===== src/common/bau_defines.vh =====
// constants shared by the bcd arithmetic unit
`ifndef BAU_DEFINES_VH
`define BAU_DEFINES_VH

// ----------------------------------------
// operand shapes
// ----------------------------------------
`define BAU_DIV_DIGITS   4
`define BAU_WIDE_DIGITS  8
`define BAU_DIV_BIN_W    14
`define BAU_WIDE_BIN_W   28

// ----------------------------------------
// limits
// ----------------------------------------
`define BAU_WIDE_MAX_BCD 32'h99999999
`define BAU_WIDE_MIN_BCD 32'h00000000
`define BAU_WIDE_MAX_BIN 28'h5F5E0FF
`define BAU_DIV_ZERO_BIN 14'h0000

// ----------------------------------------
// function codes of the three operations
// ----------------------------------------
`define BAU_DIVIDE_FUNCTION_CODE   8'hC3
`define BAU_WIDE_ADD_FUNCTION_CODE 8'hC4
`define BAU_WIDE_SUB_FUNCTION_CODE 8'hC5

`endif


===== src/design/bau_bcd2bin.v =====
// bcd word to binary with a digit range check
`timescale 1ns/10ps
`default_nettype none

module bau_bcd2bin #(
  parameter ND = 4,
  parameter BW = 14
) (
  input  wire [4*ND-1:0] bcd,
  output reg  [BW-1:0]   bin,
  output reg             valid
);

  // ----------------------------------------
  // horner accumulation, most significant digit first
  // ----------------------------------------
  integer i;
  reg [3:0] dig;

  always @* begin
    bin   = {BW{1'b0}};
    valid = 1'b1;
    dig   = 4'h0;
    for (i = ND-1; i >= 0; i = i - 1) begin
      dig = bcd[4*i +: 4];
      if (dig > 4'h9) begin
        valid = 1'b0;
      end
      bin = bin * 4'hA + {{(BW-4){1'b0}}, dig};
    end
  end

endmodule

`default_nettype wire


===== src/design/bau_bin2bcd.v =====
// binary to bcd by shift and add three
`timescale 1ns/10ps
`default_nettype none

module bau_bin2bcd #(
  parameter BW = 14,
  parameter ND = 4
) (
  input  wire [BW-1:0]   bin,
  output reg  [4*ND-1:0] bcd
);

  // ----------------------------------------
  // double dabble; caller keeps bin below 10**ND
  // ----------------------------------------
  integer i;
  integer d;

  always @* begin
    bcd = {4*ND{1'b0}};
    for (i = BW-1; i >= 0; i = i - 1) begin
      for (d = 0; d < ND; d = d + 1) begin
        if (bcd[4*d +: 4] > 4'h4) begin
          bcd[4*d +: 4] = bcd[4*d +: 4] + 4'h3;
        end
      end
      bcd = {bcd[4*ND-2:0], bin[i]};
    end
  end

endmodule

`default_nettype wire


===== src/design/bau_bcd_arith_unit.v =====
// bcd divide, saturating wide add and wide subtract datapath
`timescale 1ns/10ps
`default_nettype none
`include "bau_defines.vh"

module bau_bcd_arith_unit #(
  parameter DIV_ND  = `BAU_DIV_DIGITS,
  parameter WIDE_ND = `BAU_WIDE_DIGITS
) (
  input  wire                 mclk,
  input  wire                 srst,
  input  wire                 ce,
  // divide
  input  wire                 div_en,
  input  wire [4*DIV_ND-1:0]  div_dividend,
  input  wire [4*DIV_ND-1:0]  div_divisor,
  output reg  [4*DIV_ND-1:0]  div_quotient,
  output reg  [4*DIV_ND-1:0]  div_remainder,
  output reg                  div_done,
  // wide add, high word in the upper half
  input  wire                 bcd_wide_add_op,
  input  wire [4*WIDE_ND-1:0] add_augend,
  input  wire [4*WIDE_ND-1:0] add_addend,
  output reg  [4*WIDE_ND-1:0] add_sum,
  output reg                  add_overflow,
  // wide subtract, high word in the upper half
  input  wire                 bcd_wide_sub_op,
  input  wire [4*WIDE_ND-1:0] sub_minuend,
  input  wire [4*WIDE_ND-1:0] sub_subtrahend,
  output reg  [4*WIDE_ND-1:0] sub_difference,
  output reg                  sub_underflow,
  // sticky error flags
  input  wire                 err_clear,
  output reg                  err_bcd,
  output reg                  err_div
);

  localparam DBW = `BAU_DIV_BIN_W;
  localparam WBW = `BAU_WIDE_BIN_W;

  // ----------------------------------------
  // divide operands to binary
  // ----------------------------------------
  wire [DBW-1:0] dvd_bin;
  wire [DBW-1:0] dvs_bin;
  wire           dvd_ok;
  wire           dvs_ok;

  bau_bcd2bin #(
    .ND (DIV_ND),
    .BW (DBW)
  ) u_dvd (
    .bcd   (div_dividend),
    .bin   (dvd_bin),
    .valid (dvd_ok)
  );

  bau_bcd2bin #(
    .ND (DIV_ND),
    .BW (DBW)
  ) u_dvs (
    .bcd   (div_divisor),
    .bin   (dvs_bin),
    .valid (dvs_ok)
  );

  // ----------------------------------------
  // divide core
  // ----------------------------------------
  wire           div_digits_ok;
  wire           div_zero;
  wire           div_go;
  wire [DBW-1:0] safe_dvs;
  wire [DBW-1:0] quo_bin;
  wire [DBW-1:0] rem_bin;
  wire [4*DIV_ND-1:0] quo_bcd;
  wire [4*DIV_ND-1:0] rem_bcd;

  assign div_digits_ok = dvd_ok & dvs_ok;
  assign div_zero      = (dvs_bin == `BAU_DIV_ZERO_BIN);
  assign div_go        = div_en & div_digits_ok & ~div_zero;
  // divisor forced to one when zero so the divider never sees zero
  assign safe_dvs      = div_zero ? {{(DBW-1){1'b0}}, 1'b1} : dvs_bin;
  assign quo_bin       = dvd_bin / safe_dvs;
  assign rem_bin       = dvd_bin % safe_dvs;

  bau_bin2bcd #(
    .BW (DBW),
    .ND (DIV_ND)
  ) u_quo (
    .bin (quo_bin),
    .bcd (quo_bcd)
  );

  bau_bin2bcd #(
    .BW (DBW),
    .ND (DIV_ND)
  ) u_rem (
    .bin (rem_bin),
    .bcd (rem_bcd)
  );

  // ----------------------------------------
  // wide add operands and core
  // ----------------------------------------
  wire [WBW-1:0] aug_bin;
  wire [WBW-1:0] adn_bin;
  wire           aug_ok;
  wire           adn_ok;

  bau_bcd2bin #(
    .ND (WIDE_ND),
    .BW (WBW)
  ) u_aug (
    .bcd   (add_augend),
    .bin   (aug_bin),
    .valid (aug_ok)
  );

  bau_bcd2bin #(
    .ND (WIDE_ND),
    .BW (WBW)
  ) u_adn (
    .bcd   (add_addend),
    .bin   (adn_bin),
    .valid (adn_ok)
  );

  wire           add_digits_ok;
  wire           add_go;
  wire [WBW-1:0] sum_raw;
  wire           sum_over;
  wire [WBW-1:0] sum_sat;
  wire [4*WIDE_ND-1:0] sum_bcd;

  assign add_digits_ok = aug_ok & adn_ok;
  assign add_go        = bcd_wide_add_op & add_digits_ok;
  // two eight digit values stay below 2**28, no carry lost
  assign sum_raw       = aug_bin + adn_bin;
  assign sum_over      = (sum_raw > `BAU_WIDE_MAX_BIN);
  assign sum_sat       = sum_over ? `BAU_WIDE_MAX_BIN : sum_raw;

  bau_bin2bcd #(
    .BW (WBW),
    .ND (WIDE_ND)
  ) u_sum (
    .bin (sum_sat),
    .bcd (sum_bcd)
  );

  // ----------------------------------------
  // wide subtract operands and core
  // ----------------------------------------
  wire [WBW-1:0] min_bin;
  wire [WBW-1:0] sbt_bin;
  wire           min_ok;
  wire           sbt_ok;

  bau_bcd2bin #(
    .ND (WIDE_ND),
    .BW (WBW)
  ) u_min (
    .bcd   (sub_minuend),
    .bin   (min_bin),
    .valid (min_ok)
  );

  bau_bcd2bin #(
    .ND (WIDE_ND),
    .BW (WBW)
  ) u_sbt (
    .bcd   (sub_subtrahend),
    .bin   (sbt_bin),
    .valid (sbt_ok)
  );

  wire           sub_digits_ok;
  wire           sub_go;
  wire           sub_neg;
  wire [WBW-1:0] diff_raw;
  wire [4*WIDE_ND-1:0] diff_bcd;

  assign sub_digits_ok = min_ok & sbt_ok;
  assign sub_go        = bcd_wide_sub_op & sub_digits_ok;
  assign sub_neg       = (min_bin < sbt_bin);
  // clamp before conversion so a wrapped value never reaches the digits
  assign diff_raw      = sub_neg ? {WBW{1'b0}} : min_bin - sbt_bin;

  bau_bin2bcd #(
    .BW (WBW),
    .ND (WIDE_ND)
  ) u_diff (
    .bin (diff_raw),
    .bcd (diff_bcd)
  );

  // ----------------------------------------
  // sticky error flags
  // ----------------------------------------
  reg next_err_bcd;
  reg next_err_div;

  always @* begin
    // a new error in the clearing cycle wins over the clear
    next_err_bcd = err_bcd & ~err_clear;
    next_err_div = err_div & ~err_clear;
    if (div_en && !div_digits_ok) begin
      next_err_bcd = 1'b1;
    end
    if (div_en && div_digits_ok && div_zero) begin
      next_err_div = 1'b1;
    end
    if (bcd_wide_add_op && !add_digits_ok) begin
      next_err_bcd = 1'b1;
    end
    if (bcd_wide_sub_op && !sub_digits_ok) begin
      next_err_bcd = 1'b1;
    end
  end

  // ----------------------------------------
  // divide destination and execution output
  // ----------------------------------------
  // results change on the one edge that takes the operation
  // skipped operations leave destinations as they were
  always @(posedge mclk) begin
    if (srst) begin
      div_quotient  <= {4*DIV_ND{1'b0}};
      div_remainder <= {4*DIV_ND{1'b0}};
      div_done      <= 1'b0;
    end else if (ce) begin
      if (div_go) begin
        div_quotient  <= quo_bcd;
        div_remainder <= rem_bcd;
      end
      div_done <= div_go;
    end
  end

  // ----------------------------------------
  // wide add destination and overflow output
  // ----------------------------------------
  // a saturated sum is written like any other result
  always @(posedge mclk) begin
    if (srst) begin
      add_sum      <= `BAU_WIDE_MIN_BCD;
      add_overflow <= 1'b0;
    end else if (ce) begin
      if (add_go) begin
        add_sum <= sum_bcd;
      end
      add_overflow <= add_go & sum_over;
    end
  end

  // ----------------------------------------
  // wide subtract destination and underflow output
  // ----------------------------------------
  // an exact zero difference is not an underflow
  always @(posedge mclk) begin
    if (srst) begin
      sub_difference <= `BAU_WIDE_MIN_BCD;
      sub_underflow  <= 1'b0;
    end else if (ce) begin
      if (sub_go) begin
        sub_difference <= diff_bcd;
      end
      sub_underflow <= sub_go & sub_neg;
    end
  end

  // ----------------------------------------
  // error flag registers
  // ----------------------------------------
  // frozen with ce low like every other bit of state
  always @(posedge mclk) begin
    if (srst) begin
      err_bcd <= 1'b0;
      err_div <= 1'b0;
    end else if (ce) begin
      err_bcd <= next_err_bcd;
      err_div <= next_err_div;
    end
  end

endmodule

`default_nettype wire


===== config.mk =====
export PLATFORM = sky130hd
export DESIGN_NAME = bau_bcd_arith_unit
export DESIGN_NICKNAME = d
export VERILOG_FILES = /design/src/design/bau_bcd2bin.v /design/src/design/bau_bin2bcd.v /design/src/design/bau_bcd_arith_unit.v
export VERILOG_INCLUDE_DIRS = /design/src /design/src/common
export SDC_FILE = /design/constraint.sdc
export NUM_CORES = 2
export LEC_CHECK = 0
export ABC_CLOCK_PERIOD_IN_PS = 53400
export BUFFER_PORTS_ARGS = -buffer_cell sky130_fd_sc_hd__buf_2
export CAP_MARGIN = 20
export CORE_MARGIN = 5
export CORE_UTILIZATION = 60
export CTS_BUF_LIST = sky130_fd_sc_hd__clkbuf_4 sky130_fd_sc_hd__clkbuf_8
export CTS_CLUSTER_DIAMETER = 80
export DETAILED_ROUTE_END_ITERATION = 10
export GPL_TIMING_DRIVEN = 0
export PLACE_DENSITY_LB_ADDON = 0.12
export SYNTH_ARGS = -nofsm -noshare
export SYNTH_HDL_FRONTEND = slang
export SYNTH_SLANG_ARGS = --single-unit

===== constraint.sdc =====
create_clock -name mclk -period 53.4 [get_ports mclk]
set_clock_uncertainty 0.15 [all_clocks]
set_input_delay 2.67 -clock mclk [delete_from_list [all_inputs] [get_ports mclk]]
set_output_delay 2.67 -clock mclk [all_outputs]
set_load 0.05 [all_outputs]

* Word level (Yosys, flattened, before mapping)
Cells that the tools add are included.
Storage, ports and cells: bits in read-only memories 0, memory bits (writable) 0, input bits 167, latch bits 0, logic and storage cells 1047, memories 0, bits in registers 101, output and inout bits 101
Cells by class: shifts and indexed selects 0, bitwise operators 13, multipliers 34, $add $sub $neg 320, order comparisons 326, muxes and demuxes 331, divide/modulo/power cells 2, reduce and logical (&&, ||, !) cells 12, equality and inequality tests 0
Operators by type and width (count):
- 4-bit 2-to-1 mux | 272
- 4-bit by 3-bit greater-than comparator with 1-bit output, second input constant | 260
- 4-bit by 2-bit adder with 4-bit output, second input constant | 252
- 28-bit by 4-bit adder with 28-bit output | 28
- 28-bit by 3-bit multiplier with 27-bit output, second input constant | 24
- 4-bit greater-than comparator, second input constant | 40
- 14-bit by 4-bit adder with 14-bit output | 6
- 3-bit by 2-bit adder with 4-bit output, second input constant | 20
- 3-bit greater-than comparator, second input constant | 24
- 14-bit by 3-bit multiplier with 13-bit output, second input constant | 4
- 28-bit 2-to-1 mux | 2
- 1-bit 2-to-1 mux | 44
- 4-bit by 3-bit multiplier with 7-bit output, second input constant | 6
- 3-bit by 2-bit adder with 3-bit output, second input constant | 12
- 3-bit 2-to-1 mux | 12
- 28-bit adder | 1
- 28-bit by 27-bit greater-than comparator with 1-bit output, second input constant | 1
- 28-bit less-than comparator | 1
- 28-bit subtractor | 1
- 14-bit by 14-bit divider with 14-bit output | 1
- 14-bit logical NOT | 1
- 14-bit by 14-bit remainder unit with 14-bit output | 1
- 14-bit 2-to-1 mux | 1
- 1-bit AND | 11
- other kinds (4) | 13

* Longest topological paths before layout
word-level depth 67, mapped depth 259, gate-level depth less buffers 247

* Cells and area by module
From an unflattened synthesis, not the netlist that was laid out.
Unflattened totals: cells, all modules 13061, area total of the unflattened synthesis 94679.6 um^2
By module, submodules not included:
- bau_bcd2bin at u_aug ... | area each 8668.3 um^2, seq. area each 0.0 um^2, cells an instance 1103, instances 3
- bau_bin2bcd at u_diff | area each 17719.5 um^2, seq. area each 0.0 um^2, cells an instance 2633, instances 1
- bau_bin2bcd at u_sum | area each 17152.7 um^2, seq. area each 0.0 um^2, cells an instance 2565, instances 1
- bau_bcd_arith_unit | area each 12567.1 um^2, seq. area each 2021.9 um^2, cells an instance 1737, instances 1
- bau_bcd2bin at u_adn | area each 9293.9 um^2, seq. area each 0.0 um^2, cells an instance 1187, instances 1
- bau_bin2bcd at u_quo ... | area each 4179.0 um^2, seq. area each 0.0 um^2, cells an instance 605, instances 2
- bau_bcd2bin at u_dvd ... | area each 1791.7 um^2, seq. area each 0.0 um^2, cells an instance 210, instances 2

* Worst setup path before layout
No wires, ideal clock.
kind input to register, from in div_divisor[13], to reg div_remainder[14], library setup time 78 ps, buffers on the path 11, required time 53172 ps, stages 241, arrival 46519 ps, path slack 6653 ps, cell sequence ha_1 ha_1 fa_1 xnor2_1 ha_1 ha_1 xnor2_1 or3b_2 xnor2_1 ha_1 ha_1 a21boi_0 o21ai_0 nor3b_1 nor2_1 nand3b_1 nor4b_1 xor2_1 [... 205 more ...] or2_2 nand2_1 a21oi_1 xor2_1 a32o_1 o22ai_1 a221oi_1 and2_1 nand2b_1 a21oi_1 ha_1 inv_1 ha_1 mux2_2 o21bai_1 mux2i_1 nor2_1 nor3_1
On the way: longest elaborated chain between the ends 31, elaborated cells between the ends (all ways) 79, those cells by class add/sub (23); mul (3); div (1); order compare (21); mux (25); bitwise (4); reduce/logical (2)
RTL lines:
- start: declaration | line bau_bcd_arith_unit.v:16 | input wire [4*DIV_ND-1:0] div_divisor,
- 4-bit by 3-bit multiplier with 7-bit output | line bau_bcd2bin.v:29 | bin = bin * 4'hA + {{(BW-4){1'b0}}, dig};
- 14-bit by 4-bit adder with 14-bit output | line bau_bcd2bin.v:29
- 14-bit by 3-bit multiplier with 13-bit output | line bau_bcd2bin.v:29
- 14-bit by 4-bit adder with 14-bit output | line bau_bcd2bin.v:29
- 14-bit by 3-bit multiplier with 13-bit output | line bau_bcd2bin.v:29
- 14-bit by 4-bit adder with 14-bit output | line bau_bcd2bin.v:29
- 14-bit logical NOT (no line)
- 14-bit 2-to-1 mux | line bau_bcd_arith_unit.v:83 | assign safe_dvs = div_zero ? {{(DBW-1){1'b0}}, 1'b1} : dvs_bin;
- [... 15 more ...]
- 4-bit by 2-bit adder with 4-bit output or 4-bit by 3-bit greater-than comparator with 1-bit output (tied branches) | line bau_bin2bcd.v:24, bau_bin2bcd.v:23
- 4-bit 2-to-1 mux | line bau_bin2bcd.v:23 | if (bcd[4*d +: 4] > 4'h4) begin
- 4-bit by 2-bit adder with 4-bit output or 4-bit by 3-bit greater-than comparator with 1-bit output (tied branches) | line bau_bin2bcd.v:24, bau_bin2bcd.v:23
- 4-bit 2-to-1 mux | line bau_bin2bcd.v:23
- 4-bit by 2-bit adder with 4-bit output (tied with other cells) | line bau_bin2bcd.v:24 | bcd[4*d +: 4] = bcd[4*d +: 4] + 4'h3;
- 4-bit 2-to-1 mux or 3-bit 2-to-1 mux (tied branches) | line bau_bin2bcd.v:23
- 4-bit by 3-bit greater-than comparator with 1-bit output or 3-bit by 2-bit adder with 3-bit output (tied branches) | line bau_bin2bcd.v:23, bau_bin2bcd.v:24
- 3-bit 2-to-1 mux | line bau_bin2bcd.v:23
- end signal: assignment | line bau_bcd_arith_unit.v:229 | div_remainder <= {4*DIV_ND{1'b0}};
- end signal: assignment | line bau_bcd_arith_unit.v:234 | div_remainder <= rem_bcd;
- end: declaration | line bau_bcd_arith_unit.v:18 | output reg [4*DIV_ND-1:0] div_remainder,
Parallel ways exist; a longest one is shown, timed or not. A chain may end at the register's enable or synchronous reset.

* Worst setup path in the final report
Same ends and word-level chain as after synthesis.

==> out/metrics.cfg <==
[synthesis]
yosys_warnings = 0
synth_cell_type_count = 135
synth_top_area_cell = ha_1
ys.flop_type = dfxtp_1
synthArstFlopShare_pct = 0
synth-seq-cells = 101
ys_top_cells_by_area = ha_1, xnor2_1, xor2_1
netlist_area_um2 = 81000
ys_seq_area_share_pct = 2.50
avgSynthCellArea_um2 = 7.62
synth_top_area_share_pct = 26.8
netlist_instances = 10630
synth_edf_count = 0

[floorplanning]
start_util_pct = 60.5
fp-row-count = 134
pin_count = 268
core_um2 = 134000
die_area_um2 = 142000
die_y_um = 377
die_w_um = 377

[clock_network]
ctsHtreeMaxLevel = 3
root_buffer = clkbuf_8
cts_made_buffers = 9
cts_hold_buf = 0
cts_tree = done
cts.sinks = 101
clockBufferDepth = 2
clk_pin_slew_ns = 0.13
clock_latency_ns = 0.44

[critical_path]
r2r_slack_ns = 52.42
critical_path_buf_inv_count = 32
crit_path_frequent_cell = o21a_1
crit_path_end = div_remainder[14]
r2r_start = div_quotient[3]
start_kind = input port
cp.required_ns = 53.63
slowest_delay_ns = 0.52
path_class = input port to flip-flop
slowest_stage = fa_1
critical_path_arrival_ns = 50.33
path_depth = 244
r2r_cells = 2
r2r_end = div_quotient[3]
end_kind = flip-flop
cp_top_family = compound AO/OA/AOI/OAI gates
critPathLaunch = div_divisor[13]
critPathMaxFanout = 10

[timing]
finalSetupViolations = 0
max_freq_mhz = 20.0
fin_setup_tns_ns = 0
slew_viol_final = 0
tightest_slew_ns = 1.19
period_needed_ns = 50.11
post-route-period-util_pct = 93.8
maxSlewHeadroom_pct = 19.7
hold_viol_final = 0

[global_routing]
globalRouteTotalUtil_pct = 25.7
grt-ovfl-total = 0
grt_pass1_vias = 72982
grt_pass1_wl_mm = 325
antenna_found_initial = 7
grt_max_degree = 22

[cells_and_area]
final_common_cell = ha_1
syn_to_final_growth_pct = 5.57
fill_cells = 12122
fin_nets = 12934
final_cell_mix = ha_1, inv_1, a21oi_1
post_route_cells_drive_above_1_share_pct = 7.50

[drt]
wl_per_cell_um = 15.2
ant_nets = 0
routed_wl_mm = 194
drt_iter0_drc = 3656
vias = 77154
drtPass1Iterations = 6
drcViolationCount = 0
avgViaCountPerCell = 6.06

[outcome]
status = finished, final reports clean

[placement]
hpwl_mm = 168
routabilityCongestion = 0.933
io_buffers = 266

[run]
maxCapViolCount = 0

[worst_hold_path]
hp-class = flip-flop to flip-flop

## timing repair
| item | in CTS | in global routing |
|---|---|---|
| endpoints found under the setup margin | 15 | 15 |
| pin swaps | 0 | 9 |
| gates resized for setup | 16 | 93 |
| buffers inserted | 0 | 21 |
| gates cloned | 0 | 1 |
## sequential cells by signal, summed over array words and instances (netlist names)
signal / flops
add_overflow: 1
add_sum: 32
div_done: 1
div_quotient: 16
div_remainder: 16
err_bcd: 1
err_div: 1
sub_difference: 32
sub_underflow: 1
## through the flow
step / instances / area [µm²] / hold slack (ns) / setup WS (ns) / utilization [%]
finish: 12733 / 85500 / 0.334 / 3.29 / 63.9
global route: 12733 / 85500 / 0.357 / -0.172 / 63.9
CTS: 12715 / 85000 / 0.333 / 0.0571 / 63.5
global placement: 12691 / 84600 / 0.305 / -1.67 / 63.3
detailed placement: 12699 / 84700 / 0.316 / -2.45 / 63.3
floorplan: 10657 / 81100 / 0.517 / 6.65 / -
## worst reg2reg max path: cells and delay by family, from the launching register on
kind	cells	cell delay [ns]
and+or+nand+nor	1	0.07
AOI/OAI and AO/OA	1	0.24
DFF	1	0.43
## cell type report
| class | count | area [µm²] | share of cell area (%) |
|---|---|---|---|
| buffer | 111 | 449 | 0.525 |
| clock buffer | 9 | 124 | 0.145 |
| antenna | 1 | 2.50 | 0.00293 |
| tap | 1768 | 2210 | 2.59 |
| timing repair buffer | 296 | 1560 | 1.83 |
| timing repair inverter | 1 | 5.00 | 0.00585 |
| multi-input combinational | 9594 | 75900 | 88.7 |
| clock inverter | 7 | 81.3 | 0.0951 |
| inverter | 845 | 3180 | 3.72 |
| sequential | 101 | 2020 | 2.36 |
## how the worst min path moves through the flow
stage / start / end / slack [ns] / depth (start not counted)
global route: div_remainder[2] / div_remainder[2] / 0.36 / 2
global placement: div_remainder[6] / div_remainder[6] / 0.30 / 2
CTS: div_remainder[6] / div_remainder[6] / 0.33 / 2
finish: div_remainder[2] / div_remainder[2] / 0.33 / 2
detailed placement: div_remainder[6] / div_remainder[6] / 0.32 / 2
floorplan: err_bcd / err_bcd / 0.52 / 2
## logic make-up after synthesis
kind of cell	synth area share [%]
multiplexers	6.42
adder cells (fa/ha/maj)	28.6
XOR/XNOR	13.1
other	0.00463
buffers and inverters	4.47
AO/OA/AOI/OAI	26.6
AND/OR/NAND/NOR	18.3
flip-flops	2.50
## cell usage after synthesis, types with 62 or more instances
cell,instances
a211o_1,68
a211oi_1,170
a21o_1,313
a21oi_1,825
a31oi_1,101
and2_1,122
and3_1,146
clkbuf_1,104
dfxtp_1,101
fa_1,75
ha_1,1733
inv_1,838
mux2_2,195
mux2i_1,275
nand2_1,545
nand2b_1,159
nand3_1,211
nand4_1,67
nor2_1,808
nor2b_1,143
nor3_1,264
nor3b_1,62
o211ai_1,101
o21a_1,175
o21ai_0,404
o21bai_1,228
o31ai_1,83
or3_1,95
xnor2_1,713
xor2_1,480
## routing by layer
metal  track usage, %  vias to the layer above  part of all wire (%)
li1                 -                    39827                     -
met1             31.2                    35906                    45
met2             48.2                     1173                    49
met3             1.78                      238                   3.1
met4             8.03                       10                   3.0
met5                0                        -                 0.031
Power is left out: the tool's default activity adds up to more than one toggle a clock period on the data nets, which glitch-free logic cannot reach.
